`src/logic/drive_protection_pkg.sv`:
```
package drive_protection_pkg;

  // ----------------------------------------------------------------
  // bus and option word geometry
  // ----------------------------------------------------------------
  localparam int ADDR_W = 4;
  localparam int DATA_W = 16;
  localparam int OPT_W = 6;
  localparam int CNT_W = 16;

  localparam logic [ADDR_W-1:0] ADDR_OPTION = 4'h0;
  localparam logic [ADDR_W-1:0] ADDR_CTRL = 4'h1;
  localparam logic [ADDR_W-1:0] ADDR_THRESH = 4'h2;
  localparam logic [ADDR_W-1:0] ADDR_STATUS = 4'h3;

  // ----------------------------------------------------------------
  // option word fields
  // ----------------------------------------------------------------
  localparam int BIT_CARRIER = 0;
  localparam int BIT_IN_PHASE = 1;
  localparam int BIT_OUT_PHASE = 2;
  localparam int BIT_THR_SEL = 3;
  localparam int BIT_CAP_LIFE = 4;
  localparam int BIT_FAN_CONT = 5;

  // ----------------------------------------------------------------
  // control and status fields
  // ----------------------------------------------------------------
  localparam int CTRL_FAN_ONOFF = 0;
  localparam int CTRL_ALARM_CLR = 1;

  localparam int STAT_OUT_LOSS = 0;
  localparam int STAT_IN_LOSS = 1;
  localparam int STAT_HEATSINK = 2;
  localparam int STAT_WARN_HEAT = 3;
  localparam int STAT_WARN_LIFE = 4;
  localparam int STAT_CAP_END = 5;
  localparam int STAT_DRIVE = 6;
  localparam int STAT_FAN = 7;
  localparam int STAT_CARRIER = 8;

  // ----------------------------------------------------------------
  // reset values
  // ----------------------------------------------------------------
  localparam logic [OPT_W-1:0] OPTION_RST = 6'h00;
  localparam logic FAN_ONOFF_RST = 1'b0;
  localparam logic [CNT_W-1:0] THRESH_RST = 16'h0000;
  localparam logic [CNT_W-1:0] CAP_FACTORY_THR = 16'h0800;

  // ----------------------------------------------------------------
  // timing
  // ----------------------------------------------------------------
  localparam int CLK_PERIOD_NS = 40;
  localparam int FAN_SPINUP_US = 100;
  localparam int FAN_SPINUP_CYC =
    (FAN_SPINUP_US * 1000 + CLK_PERIOD_NS - 1) / CLK_PERIOD_NS;

  // ----------------------------------------------------------------
  // carriers and states
  // ----------------------------------------------------------------
  typedef struct packed {
    logic [2:0] out_phase_present;
    logic in_phase_fault;
    logic heat_or_overload;
    logic fan_locked;
    logic power_lost;
    logic dc_discharged;
  } sense_t;

  typedef struct packed {
    logic heatsink_overheat_alarm;
    logic in_phase_loss_alarm;
    logic output_phase_loss_alarm;
  } alarm_t;

  typedef enum logic [3:0] {
    ST_IDLE = 4'b0001,
    ST_FAN_START = 4'b0010,
    ST_RUN = 4'b0100,
    ST_TRIP = 4'b1000
  } run_state_t;

  function automatic logic opt_bit(input logic [OPT_W-1:0] w, input int pos);
    opt_bit = w[pos];
  endfunction

endpackage

```
`src/logic/drive_protection_options.sv`:
```
`timescale 1ns/1ps
`default_nettype none
module drive_protection_options
  import drive_protection_pkg::*;
#(
  parameter int FAN_SPIN_CYC = FAN_SPINUP_CYC,
  parameter logic [CNT_W-1:0] FACTORY_THR = CAP_FACTORY_THR
) (
  input wire logic i_clk,
  input wire logic i_reset_n,
  input wire logic i_ce,
  input wire logic [ADDR_W-1:0] i_addr,
  input wire logic [DATA_W-1:0] i_wdata,
  input wire logic i_wr,
  input wire logic i_rd,
  output logic [DATA_W-1:0] o_rdata,
  input wire logic i_run_cmd,
  input wire sense_t i_sense,
  output logic o_drive_en,
  output logic o_fan_run,
  output logic o_carrier_low,
  output alarm_t o_alarm,
  output logic o_overheat_warning_output,
  output logic o_life_warning,
  output logic o_cap_life_end
);

  // ----------------------------------------------------------------
  // registers
  // ----------------------------------------------------------------
  logic [OPT_W-1:0] protection_option_word_q;
  logic [OPT_W-1:0] hold_q;
  logic fan_onoff_control_q;
  logic [CNT_W-1:0] thresh_q;
  logic wr_opt;
  logic wr_ctrl;
  logic alarm_clr;

  assign wr_opt = i_wr && i_addr == ADDR_OPTION;
  assign wr_ctrl = i_wr && i_addr == ADDR_CTRL;
  assign alarm_clr = wr_ctrl && i_wdata[CTRL_ALARM_CLR];

  always_ff @(posedge i_clk or negedge i_reset_n) begin
    if (!i_reset_n) begin
      protection_option_word_q <= OPTION_RST;
    end else if (i_ce && wr_opt) begin
      // bits above the word are dropped, weights stay binary
      protection_option_word_q <= i_wdata[OPT_W-1:0];
    end
  end

  // paths never see a word that is half written
  always_ff @(posedge i_clk or negedge i_reset_n) begin
    if (!i_reset_n) begin
      hold_q <= OPTION_RST;
    end else if (i_ce) begin
      hold_q <= protection_option_word_q;
    end
  end

  always_ff @(posedge i_clk or negedge i_reset_n) begin
    if (!i_reset_n) begin
      fan_onoff_control_q <= FAN_ONOFF_RST;
      thresh_q <= THRESH_RST;
    end else if (i_ce) begin
      if (wr_ctrl) begin
        fan_onoff_control_q <= i_wdata[CTRL_FAN_ONOFF];
      end
      if (i_wr && i_addr == ADDR_THRESH) begin
        thresh_q <= i_wdata[CNT_W-1:0];
      end
    end
  end

  // ----------------------------------------------------------------
  // decoded enables
  // ----------------------------------------------------------------
  logic en_carrier;
  logic en_in_phase;
  logic en_out_phase;
  logic fan_continue;

  assign en_carrier = opt_bit(hold_q, BIT_CARRIER);
  assign en_in_phase = opt_bit(hold_q, BIT_IN_PHASE);
  assign en_out_phase = opt_bit(hold_q, BIT_OUT_PHASE);
  assign fan_continue = opt_bit(hold_q, BIT_FAN_CONT);

  // ----------------------------------------------------------------
  // run sequencing
  // ----------------------------------------------------------------
  run_state_t st_q;
  run_state_t st_d;
  logic [15:0] spin_q;
  logic spin_done;
  alarm_t alarm_q;
  alarm_t ev;
  logic any_alarm;
  logic lock_ev;
  logic fan_chk;
  logic partial_loss;

  assign spin_done = spin_q == 16'(FAN_SPIN_CYC - 1);
  assign any_alarm = |alarm_q;

  // lock only counts while the fan is meant to turn and is up to speed
  assign fan_chk = o_fan_run && st_q != ST_FAN_START;
  assign lock_ev = i_sense.fan_locked && fan_chk;

  // a contactor opening kills every phase at once; not a fault
  assign partial_loss = i_sense.out_phase_present != 3'h7
    && i_sense.out_phase_present != 3'h0;

  always_comb begin
    ev.output_phase_loss_alarm = en_out_phase && st_q == ST_RUN
      && partial_loss;
    ev.in_phase_loss_alarm = en_in_phase && st_q == ST_RUN
      && i_sense.in_phase_fault;
    ev.heatsink_overheat_alarm = (lock_ev && !fan_continue)
      || (st_q == ST_RUN && i_sense.heat_or_overload && !en_carrier);
  end

  always_comb begin
    st_d = st_q;
    unique case (st_q)
      ST_IDLE: begin
        if (i_run_cmd && !any_alarm && !(|ev)) begin
          st_d = fan_onoff_control_q ? ST_FAN_START : ST_RUN;
        end
      end
      ST_FAN_START: begin
        if (|ev) begin
          st_d = ST_TRIP;
        end else if (!i_run_cmd) begin
          st_d = ST_IDLE;
        end else if (spin_done) begin
          st_d = ST_RUN;
        end
      end
      ST_RUN: begin
        if (|ev) begin
          st_d = ST_TRIP;
        end else if (!i_run_cmd) begin
          st_d = ST_IDLE;
        end
      end
      ST_TRIP: begin
        if (!any_alarm) begin
          st_d = ST_IDLE;
        end
      end
      default: st_d = ST_IDLE;
    endcase
  end

  always_ff @(posedge i_clk or negedge i_reset_n) begin
    if (!i_reset_n) begin
      st_q <= ST_IDLE;
    end else if (i_ce) begin
      st_q <= st_d;
    end
  end

  always_ff @(posedge i_clk or negedge i_reset_n) begin
    if (!i_reset_n) begin
      spin_q <= 16'h0000;
    end else if (i_ce) begin
      if (st_q == ST_FAN_START && !spin_done) begin
        spin_q <= spin_q + 16'h0001;
      end else begin
        spin_q <= 16'h0000;
      end
    end
  end

  // drive removal lets the motor coast
  always_ff @(posedge i_clk or negedge i_reset_n) begin
    if (!i_reset_n) begin
      o_drive_en <= 1'b0;
    end else if (i_ce) begin
      o_drive_en <= st_d == ST_RUN;
    end
  end

  // fan stops by command only when on/off control is enabled
  always_ff @(posedge i_clk or negedge i_reset_n) begin
    if (!i_reset_n) begin
      o_fan_run <= 1'b1;
    end else if (i_ce) begin
      o_fan_run <= !fan_onoff_control_q
        || st_d == ST_FAN_START || st_d == ST_RUN;
    end
  end

  // ----------------------------------------------------------------
  // alarms, warnings, carrier
  // ----------------------------------------------------------------
  // a new event beats a clear in the same cycle
  always_ff @(posedge i_clk or negedge i_reset_n) begin
    if (!i_reset_n) begin
      alarm_q <= '0;
    end else if (i_ce) begin
      alarm_q <= (alarm_clr ? '0 : alarm_q) | ev;
    end
  end

  assign o_alarm = alarm_q;

  logic life_end;

  always_ff @(posedge i_clk or negedge i_reset_n) begin
    if (!i_reset_n) begin
      o_overheat_warning_output <= 1'b0;
      o_life_warning <= 1'b0;
    end else if (i_ce) begin
      // warnings follow the lock, whichever handling is chosen
      o_overheat_warning_output <= lock_ev;
      o_life_warning <= lock_ev || life_end;
    end
  end

  // lowering costs motor noise, accepted for keeping the load running
  always_ff @(posedge i_clk or negedge i_reset_n) begin
    if (!i_reset_n) begin
      o_carrier_low <= 1'b0;
    end else if (i_ce) begin
      o_carrier_low <= en_carrier && st_q == ST_RUN
        && i_sense.heat_or_overload;
    end
  end

  cap_life_judge #(
    .FACTORY_THR(FACTORY_THR)
  ) u_cap_life (
    .i_clk(i_clk),
    .i_reset_n(i_reset_n),
    .i_ce(i_ce),
    .i_judge_en(opt_bit(hold_q, BIT_CAP_LIFE)),
    .i_user_sel(opt_bit(hold_q, BIT_THR_SEL)),
    .i_user_thr(thresh_q),
    .i_power_lost(i_sense.power_lost),
    .i_dc_discharged(i_sense.dc_discharged),
    .o_life_end(life_end)
  );

  assign o_cap_life_end = life_end;

  // ----------------------------------------------------------------
  // read port
  // ----------------------------------------------------------------
  logic [DATA_W-1:0] status;

  always_comb begin
    status = '0;
    status[STAT_OUT_LOSS] = alarm_q.output_phase_loss_alarm;
    status[STAT_IN_LOSS] = alarm_q.in_phase_loss_alarm;
    status[STAT_HEATSINK] = alarm_q.heatsink_overheat_alarm;
    status[STAT_WARN_HEAT] = o_overheat_warning_output;
    status[STAT_WARN_LIFE] = o_life_warning;
    status[STAT_CAP_END] = life_end;
    status[STAT_DRIVE] = o_drive_en;
    status[STAT_FAN] = o_fan_run;
    status[STAT_CARRIER] = o_carrier_low;
  end

  always_ff @(posedge i_clk or negedge i_reset_n) begin
    if (!i_reset_n) begin
      o_rdata <= '0;
    end else if (i_ce) begin
      o_rdata <= '0;
      if (i_rd) begin
        unique case (i_addr)
          ADDR_OPTION: o_rdata <= DATA_W'(protection_option_word_q);
          ADDR_CTRL: o_rdata <= DATA_W'(fan_onoff_control_q);
          ADDR_THRESH: o_rdata <= thresh_q;
          ADDR_STATUS: o_rdata <= status;
          default: o_rdata <= '0;
        endcase
      end
    end
  end
endmodule
`default_nettype wire

```
`src/logic/cap_life_judge.sv`:
```
`timescale 1ns/1ps
`default_nettype none
module cap_life_judge
  import drive_protection_pkg::*;
#(
  parameter logic [CNT_W-1:0] FACTORY_THR = CAP_FACTORY_THR
) (
  input wire logic i_clk,
  input wire logic i_reset_n,
  input wire logic i_ce,
  input wire logic i_judge_en,
  input wire logic i_user_sel,
  input wire logic [CNT_W-1:0] i_user_thr,
  input wire logic i_power_lost,
  input wire logic i_dc_discharged,
  output logic o_life_end
);

  logic lost_prev_q;
  logic meas_q;
  logic [CNT_W-1:0] cnt_q;
  logic [CNT_W-1:0] thr;

  // shrinking capacitance discharges faster than the threshold
  assign thr = i_user_sel ? i_user_thr : FACTORY_THR;

  always_ff @(posedge i_clk or negedge i_reset_n) begin
    if (!i_reset_n) begin
      lost_prev_q <= 1'b0;
      meas_q <= 1'b0;
      cnt_q <= '0;
    end else if (i_ce) begin
      lost_prev_q <= i_power_lost;
      if (i_power_lost && !lost_prev_q && i_judge_en) begin
        meas_q <= 1'b1;
        cnt_q <= '0;
      end else if (meas_q && i_dc_discharged) begin
        meas_q <= 1'b0;
      end else if (meas_q && cnt_q != '1) begin
        cnt_q <= cnt_q + 1'b1;
      end
    end
  end

  always_ff @(posedge i_clk or negedge i_reset_n) begin
    if (!i_reset_n) begin
      o_life_end <= 1'b0;
    end else if (i_ce) begin
      if (!i_judge_en) begin
        o_life_end <= 1'b0;
      end else if (meas_q && i_dc_discharged) begin
        o_life_end <= cnt_q < thr;
      end
    end
  end
endmodule
`default_nettype wire

```
`config.mk`:
```
export PLATFORM = sky130hd
export DESIGN_NAME = drive_protection_options
export DESIGN_NICKNAME = d
export VERILOG_FILES = /design/src/logic/drive_protection_pkg.sv /design/src/logic/drive_protection_options.sv /design/src/logic/cap_life_judge.sv
export SDC_FILE = /design/constraint.sdc
export NUM_CORES = 1
export LEC_CHECK = 0
export ABC_AREA = 1
export BUFFER_PORTS_ARGS = -buffer_cell sky130_fd_sc_hd__buf_2
export CORE_UTILIZATION = 40
export CTS_BUF_LIST = sky130_fd_sc_hd__clkbuf_16
export CTS_CLUSTER_DIAMETER = 120
export DETAILED_ROUTE_END_ITERATION = 12
export PLACE_DENSITY_LB_ADDON = 0.3
export SLEW_MARGIN = 15
export SYNTH_ARGS = -nofsm -noshare
export SYNTH_HDL_FRONTEND = slang
export SYNTH_SLANG_ARGS = --single-unit
```
`constraint.sdc`:
```
create_clock -name i_clk -period 1.8 [get_ports i_clk]
set_input_delay 0.18 -clock i_clk [delete_from_list [all_inputs] [get_ports i_clk]]
set_output_delay 0.18 -clock i_clk [all_outputs]
set_load 0.01 [all_outputs]
```
# After elaboration in Yosys (flattened, before gate mapping)
# Index checks and enable logic that the tools add are counted.
# totals
output_inout_bits	25
input_bits	34
ff_bits	92
word_cells	105
# classes
reduce_logical	46
add_sub_neg	2
n_lt_le_gt_ge	1
muxes	21
bitwise_logic	1
n_eq_ne	15
# op_table
operator	count
$mux 16	6
$pmux 16 s4	1
$add 16x1->16 const B	2
$mux 4	7
$logic_and 1x1->1	24
$eq 16x12->1 const B	1
$eq 4x2->1 const B	4
$lt 16x16->1	1
$ne 16x16->1 const B	1
$pmux 4 s4	1
$eq 4x1->1 const B	2
$eq 4x3->1 const B	2
$reduce_and 2->1	4
$logic_not 1->1	7
$mux 3	2
$reduce_or 3->1	2
$eq 4x4->1 const B	1
$logic_not 4->1	1
$logic_or 1x1->1	4
$mux 1	4
$ne 2x1->1 const B	2
$ne 4x2->1 const B	1
$reduce_bool 2->1	2
$ne 3x3->1 const B	1
other kinds (3)	3

# Longest topological paths before layout
# Gate-level depths: netlist of the first run.
# depth
depth_word	13
ltp_mapped	12
ltp_nobuf	12

# Cells and area by module
# From an unflattened synthesis of the first run, not the netlist that was laid out.
# unflattened
cells_unflattened	621
area_unflattened_um2	5106.1
# modules_own_cells
mod	n_inst	cells_per_inst	seq_area_each_um2	area_per_inst_um2
drive_protection_options	1	391	1829.3	3470.8
cap_life_judge	1	230	475.5	1635.3

# Least setup slack after synthesis of the first run
# No wires, ideal clock.
# synth_path
path_type	reg2reg
startpoint	register hold_q[3]
endpoint	register u_cap_life.o_life_end
path_buffers	2
path_slack_ps	36
arrival_time_ps	1646
setup_time_ps	118
synth_period_minus_slack_ps	1764
t_required_ps	1682
stages_incl_launch_ff	11
path_cell_list	dfrtp_1 -> clkbuf_1 -> clkbuf_1 -> nand2_1 -> ha_1 -> inv_1 -> o31a_1 -> nand2_1 -> nand2_1 -> nand4_1 -> nand2_1
# synth_between
elab_chain_len	4
# synth_rtl
item	line_no	source
from (decl)	drive_protection_options.sv:32	logic [OPT_W-1:0] hold_q;
from (signal assigned)	drive_protection_options.sv:57	hold_q <= protection_option_word_q;
$mux 16	cap_life_judge.sv:25	assign thr = i_user_sel ? i_user_thr : FACTORY_THR;
$lt 16x16->1	cap_life_judge.sv:52	o_life_end <= cnt_q < thr;
$mux 1	cap_life_judge.sv:51	end else if (meas_q && i_dc_discharged) begin
$mux 1	cap_life_judge.sv:49	if (!i_judge_en) begin
to (signal assigned)	cap_life_judge.sv:52	
to (decl)	cap_life_judge.sv:16	output logic o_life_end
# No other way between the ends. The select of a mux whose other input is x is not followed.
# A chain may end at the register's enable or synchronous reset.

# Worst setup path in the final report of the first run
# layout_path
startpoint	register u_cap_life.cnt_q[2]
endpoint	register u_cap_life.cnt_q[15]
# layout_between
elab_chain_len	4
elab_cells_between_ends	8
classes_between	add/sub (1); eq/ne (1); mux (3); reduce/logical (3)
# layout_rtl
item	line_no	source
from (decl)	cap_life_judge.sv:21	logic [CNT_W-1:0] cnt_q;
from (signal assigned)	cap_life_judge.sv:40	cnt_q <= cnt_q + 1'b1;
$add 16x1->16 / $ne 16x16->1 (equally long branches)	cap_life_judge.sv:40, cap_life_judge.sv:39	
$mux 16 / $logic_and 1x1->1 (equally long branches)	cap_life_judge.sv:39	end else if (meas_q && cnt_q != '1) begin
$mux 16 / $reduce_bool 2->1 (equally long branches)	n/a	
$mux 16 / $reduce_and 3->1 (equally long branches)	n/a	
# Several ways; a longest one is shown, not always the timed one. The select of a mux whose other input is x is not followed.

==> results of run 1 <==
==> cells in the final DEF, fill, tap and decap left out, drive strengths merged <==
master,instances
nor4,4
dfrtp,90
o22ai,7
xor2,11
inv,75
dfstp,2
o21bai,1
nand2,152
clkbuf,9
nor3b,3
o31a,1
mux2,10
nor3,12
and3,1
buf,79
a22o,1
a211oi,1
clkinv,4
clkinvlp,1
ha,17
o21ai,47
nand3,48
nor2,67
nand4,18
o21a,1
a21oi,22
a22oi,1
dlygate4sd3,1
a221oi,1
a31oi,2
a32o,9
xnor2,4
==> report_power, final <==
group          internal [W]  switching (W)  total (W)
clock              0.000931       0.000817    0.00175
combinational      0.000420       0.000580    0.00100
sequential          0.00230       0.000229    0.00253
==> area by class of cell <==
class	instances	area, µm²
Clock inverter	7	43.8
Sequential cell	92	2310
Inverter	73	274
Clock buffer	9	225
Multi-Input combinational cell	441	2380
Timing Repair Buffer	80	473
Tap cell	168	210
Fill cell	1144	6250
==> cell families after synthesis <==
kind of cell	count (synthesis)	synth area share, %
simple gates	305	26.6
compound gates	94	10.9
buf+inv	92	7.29
flops	92	45.7
fa+ha+maj	17	4.21
xor+xnor	15	2.60
mux	10	2.83
==> flip-flops by register name (all words and copies together), names as in the netlist, 3 cells and up <==
| name | cells |
|---|---|
| o_alarm | 3 |
| thresh_q | 16 |
| hold_q | 6 |
| o_rdata | 16 |
| protection_option_word_q | 6 |
| u_cap_life.cnt_q | 16 |
| st_q | 4 |
| spin_q | 16 |
==> worst reg2reg max path: cells and delay by family (launching register included) <==
family	cells	cell delay, ns
buffers and inverters	1	0.19
DFF	1	0.55
and+or+nand+nor	6	0.88
==> what timing repair did <==
action | 4_1_cts | 5_1_grt
setup endpoints to repair | 0 | 2
buffers inserted | 0 | 4
hold buffers | 1 | 0
gates resized for setup | 0 | 4
endpoints found under the hold margin | 35 | 0
==> cell usage after synthesis, types with 4 or more instances <==
| cell type | count |
|---|---|
| nand2_1 | 148 |
| nor2_1 | 65 |
| inv_1 | 72 |
| dfrtp_1 | 90 |
| xor2_1 | 11 |
| nand3_1 | 48 |
| clkbuf_1 | 12 |
| a32o_1 | 9 |
| a21oi_1 | 22 |
| o21ai_0 | 47 |
| nor3_1 | 10 |
| mux2_4 | 8 |
| ha_1 | 17 |
| nand4_1 | 18 |
| xnor2_1 | 4 |
| o22ai_1 | 7 |
==> routing by layer <==
metal | part of all wire, % | routed length [µm] | up-vias
li1 | - | - | 2219
met1 | 47 | 5960 | 2171
met2 | 47 | 5940 | 123
met3 | 3.7 | 475 | 23
met4 | 2.5 | 322 | 0
met5 | 0 | 0 | -
==> final timing paths <==
| kind | slack, ns | cells after the start | endpoint |
|---|---|---|---|
| max | 0.12 | 7 | u_cap_life.cnt_q[15] |
| min | 0.06 | 3 | u_cap_life.lost_prev_q |
| max reg2reg | 0.12 | 7 | u_cap_life.cnt_q[15] |
| min reg2reg | 0.48 | 2 | o_rdata[7] |
| max in group asynchronous | 0.81 | 3 | u_cap_life.cnt_q[10] |
| min in group asynchronous | 0.34 | 2 | hold_q[0] |
==> per-stage QoR <==
step,total power [W],instances
global route,0.00556,870
CTS,0.00529,866
floorplan,0.00314,625
global placement,0.00350,849
finish,0.00527,870
detailed placement,0.00354,849
==> run metrics, run 1 <==
clk_lat worst skew 0.34 ns; Yosys cell types 41; chip width 114 µm; final hold vios 0; Final setup viols 0; Vias 4536; Antenna diodes 0; GPL Wtd Cong 0.886; Crit path arrival time 1.96 ns; required time of the critical path 2.08 ns; leakage power 2.99 nW; largest net degree at the start of global routing 40; largest incremental delay on the critical path 0.55 ns; Initial Util 41.5%; Most used DFF post-synth dfrtp_1; Critical path buffers and inverters 1; worst-path fanout max 11; vias in the first global route 4497; Die Ht 114 µm; Mapped Nets 676; crit start category flop; hold path startpoint i_sense[1]; number of synthesized flops with an enable pin 0; Min Hold Slack 0.0582 ns; Synth Warn # 0; met3 Usage GRT 2.70%; Peak VDD IR 0.581 mV; ANT nets after route 0; Max Cap Viol 0; final setup margin 0.123 ns; Largest delay share family, worst path simple AND/OR/NAND/NOR gates; top-area cell type share of the netlist area 44.6%; FMAX 0.596 GHz; status finished clean; critical path class reg2reg; Syn Inst Count 625; worst-margin pin slew 0.485 ns; post-DP HPWL 9530 µm; Num CTS Buffers 9; CTS tree built; post-synthesis register bit count 92; CP startpoint u_cap_life.cnt_q[2]; HP Class in2reg; Mean Syn Cell Area 8.08 µm²; Reg-to-Reg Start u_cap_life.cnt_q[2]; final core utilization 48.6%; share of layout cells above drive strength 1 17.1%; nets@finish 748; GRT Resource Usage Total 20.9%; antenna violations before repair 0; Fin Clk Skew 0.00763 ns; Port Buf Inserts 58; max-slew violations 0; Post-synth ARST share 100%; Synth Cell Area 5050 µm²; clock sink count 92; vias per inst 5.21; sequential fraction of the synthesis area 45.7%; busiest layer in global routing met2; worst-case clock buffer depth 2; routed len/inst 14.6 µm; overall routed net length 12700 µm; min cycle time layout 1.68 ns; grt met1 use 28.0%; Most Frequent Cell on Critical Path nand3_1; core region area 12200 µm²; CP Capture Type flop; main area contributors after synthesis dfrtp_1 45%, nand2_1 11%, inv_1 5.4%; io pins 59; sum of negative setup slack 0 ns; Placed Area 5600 µm²; pre-CTS setup slack -0.00203 ns; clock root buffer clkbuf_16; clock transition at the registers of the reported paths 0.07 ns; first-pass GRT wire length 21500 µm; post-synth top area cell dfrtp_1; Detailed Route Iter0 Violations 267; P&R area growth vs syn 17.2%; Critical Path, Cell by Cell nand3_1 > nor4_2 > nand4_1 > nand2_2 > buf_4 > nand3_1 > nand2_1; met2 usage 33.5%; Max transition margin 67.7%; CP max stage cell dfrtp_1; H-tree Lvls 3; area of the die 13100 µm²; Pwr Density 891 nW/µm²; # DRC 0; row count 40; Period Utilization, post-route 93.2%; First-pass DRT Iterations 5; GRT overflow 0; final std cell area, no fill 5920 µm²
No activity file was read; power rests on OpenSTA's default activity.
==> run 2: changes to the inputs <==
==> constraint.sdc (replaced) <==
create_clock -name i_clk -period 1.5 [get_ports i_clk]
set_input_delay 0.15 -clock i_clk [delete_from_list [all_inputs] [get_ports i_clk]]
set_output_delay 0.15 -clock i_clk [all_outputs]
set_load 0.01 [all_outputs]
==> run metrics, run 2 (same netlist as run 1, synthesis figures left out) <==
internal power 0.00488 W; CTS tree built; final setup margin -0.0587 ns; routed len/inst 14.5 µm; Final setup viols 13; FF-to-FF path depth 10; Max transition margin 73.7%; Crit path arrival time 1.79 ns; H-tree Lvls 3; min cycle time layout 1.56 ns; GRT Resource Usage Total 22.2%; Max Cap Viol 0; share of layout cells above drive strength 1 29.2%; # DRC 0; io pins 59; dpl cells 903; clock transition at the registers of the reported paths 0.06 ns; Peak VDD IR 0.711 mV; vias per inst 5.18; Comb power frac 21.6%; required time of the critical path 1.73 ns; final core utilization 54.7%; clock sink count 92; area of the die 13100 µm²; most common cell after layout, fill and taps aside nand2_1; Clk pwr share 35.0%; antenna violations before repair 0; worst-case clock buffer depth 2; max-slew violations 0; RSZ-0062 raised after global routing yes; clock root buffer clkbuf_16; CP Capture Type flop; most frequent cells in the layout 141 x nand2_1, 87 x dfrtp_1, 80 x buf_4, 68 x inv_1, 57 x buf_2; Initial Util 41.5%; fillers 1063; GPL Wtd Cong 0.934; Num CTS Buffers 9; Antenna diodes 0; Vias 4831; register area 2310 µm²; ANT nets after route 0; Hold Path Stages 2; HP Class in2reg; clk_lat worst skew 0.34 ns; critical path class reg2reg; core region area 12200 µm²; Pwr Density 1040 nW/µm²; chip width 114 µm; First-pass DRT Iterations 5; crit start category flop; first-pass GRT wire length 22900 µm; overall routed net length 13500 µm; post-DP HPWL 9910 µm; GRT overflow 0; Switching Fraction 29.8%; Finished Layout Cells 933; nets@finish 811; status complete, but fails checks; FMAX 0.642 GHz; vias in the first global route 4720; area of the multi-input gates 2580 µm²; worst-margin pin slew 0.391 ns; leakage power 3.33 nW; row count 40; failing checks negative setup slack; Switch Pwr 0.00207 W; largest net degree at the start of global routing 37; Period Utilization, post-route 104%; worst-path fanout max 7; P&R area growth vs syn 31.8%; Fin Clk Skew 0.00453 ns; Sequential Power Share 43.4%; Port Buf Inserts 58; Die Ht 114 µm; final hold vios 0; Detailed Route Iter0 Violations 243
run 2: changes by cell type in the layout (fill, tap and decap cells not counted), moves of 6 or more:
cell / delta
ha_4: +7
nand2_2: +7
buf_4: +59
o21ai_1: +8
ha_1: -6
nand2_1: -7
o21ai_0: -9
nor2_1: -8
run 2: metrics by stage:
step	hold slack, ns	area, µm²	setup slack, ns	TNS (ns)	total power, W
after floorplan	-0.146	5090	-0.0315	-0.338	0.00382
after global placement	0.0622	6020	-0.0874	-0.301	0.00436
after detailed placement	0.0629	6020	-0.140	-0.523	0.00441
after CTS	0.0365	6570	-0.0309	-0.155	0.00692
after global routing	0.0323	6660	-0.194	-4.38	0.00732
final	0.0375	6660	-0.0587	-0.169	0.00695
run 2: area by class of cell:
| class | count | area share, % |
|---|---|---|
| repair buffers | 143 | 14.4 |
| inverters | 73 | 4.12 |
| well taps | 168 | 3.16 |
| flip-flops and latches | 92 | 34.7 |
| multi-input cells | 441 | 38.8 |
| clock buffers | 9 | 3.38 |
| clock inverters | 7 | 1.39 |
run 2: worst max-delay path, cell delays in order, from the launching register on:
cell	delay (ns)
dfrtp_1	0.37
buf_6	0.14
nand2_2	0.07
ha_4	0.26
nand2_1	0.05
inv_2	0.06
nand3_2	0.08
nor3_2	0.18
nand2_1	0.07
nand4_1	0.09
nand2_1	0.06
run 2: worst paths after layout:
check	start	to	slack [ns]
worst max-delay path	hold_q[3]	u_cap_life.o_life_end	-0.06
worst min-delay path	i_wdata[13]	thresh_q[13]	0.04
worst max register to register	hold_q[3]	u_cap_life.o_life_end	-0.06
worst min register to register	o_rdata[7]	o_rdata[7]	0.49
max in group asynchronous	i_reset_n	u_cap_life.cnt_q[2]	0.63
min in group asynchronous	i_reset_n	o_alarm[1]	0.24
run 2: what timing repair did:
item,4_1_cts,5_1_grt
hold buffers,1,0
pin swaps,24,11
endpoints found under the hold margin,19,0
buffers inserted,10,4
endpoints found under the setup margin,28,39
resized for setup,37,24
run 2: power groups by stage:
stage	Clock, W	Combinational (W)	Sequential [W]
2_1_floorplan	0	0.000819	0.00300
5_1_grt	0.00258	0.00170	0.00304
6_report	0.00243	0.00150	0.00301
3_3_place_gp	0	0.00133	0.00303
3_5_place_dp	0	0.00137	0.00303
4_1_cts	0.00247	0.00145	0.00300
run 2: per-layer routing:
layer  share of wire, %  vias to the layer above  wire length, µm  global-route usage, %
li1                   -                     2343                -                      -
met1                 45                     2330             6050                   29.7
met2                 49                      132             6570                   36.8
met3                4.6                       26              623                   3.71
met4                1.8                        0              246                   7.27
met5                  0                        -                0                      0
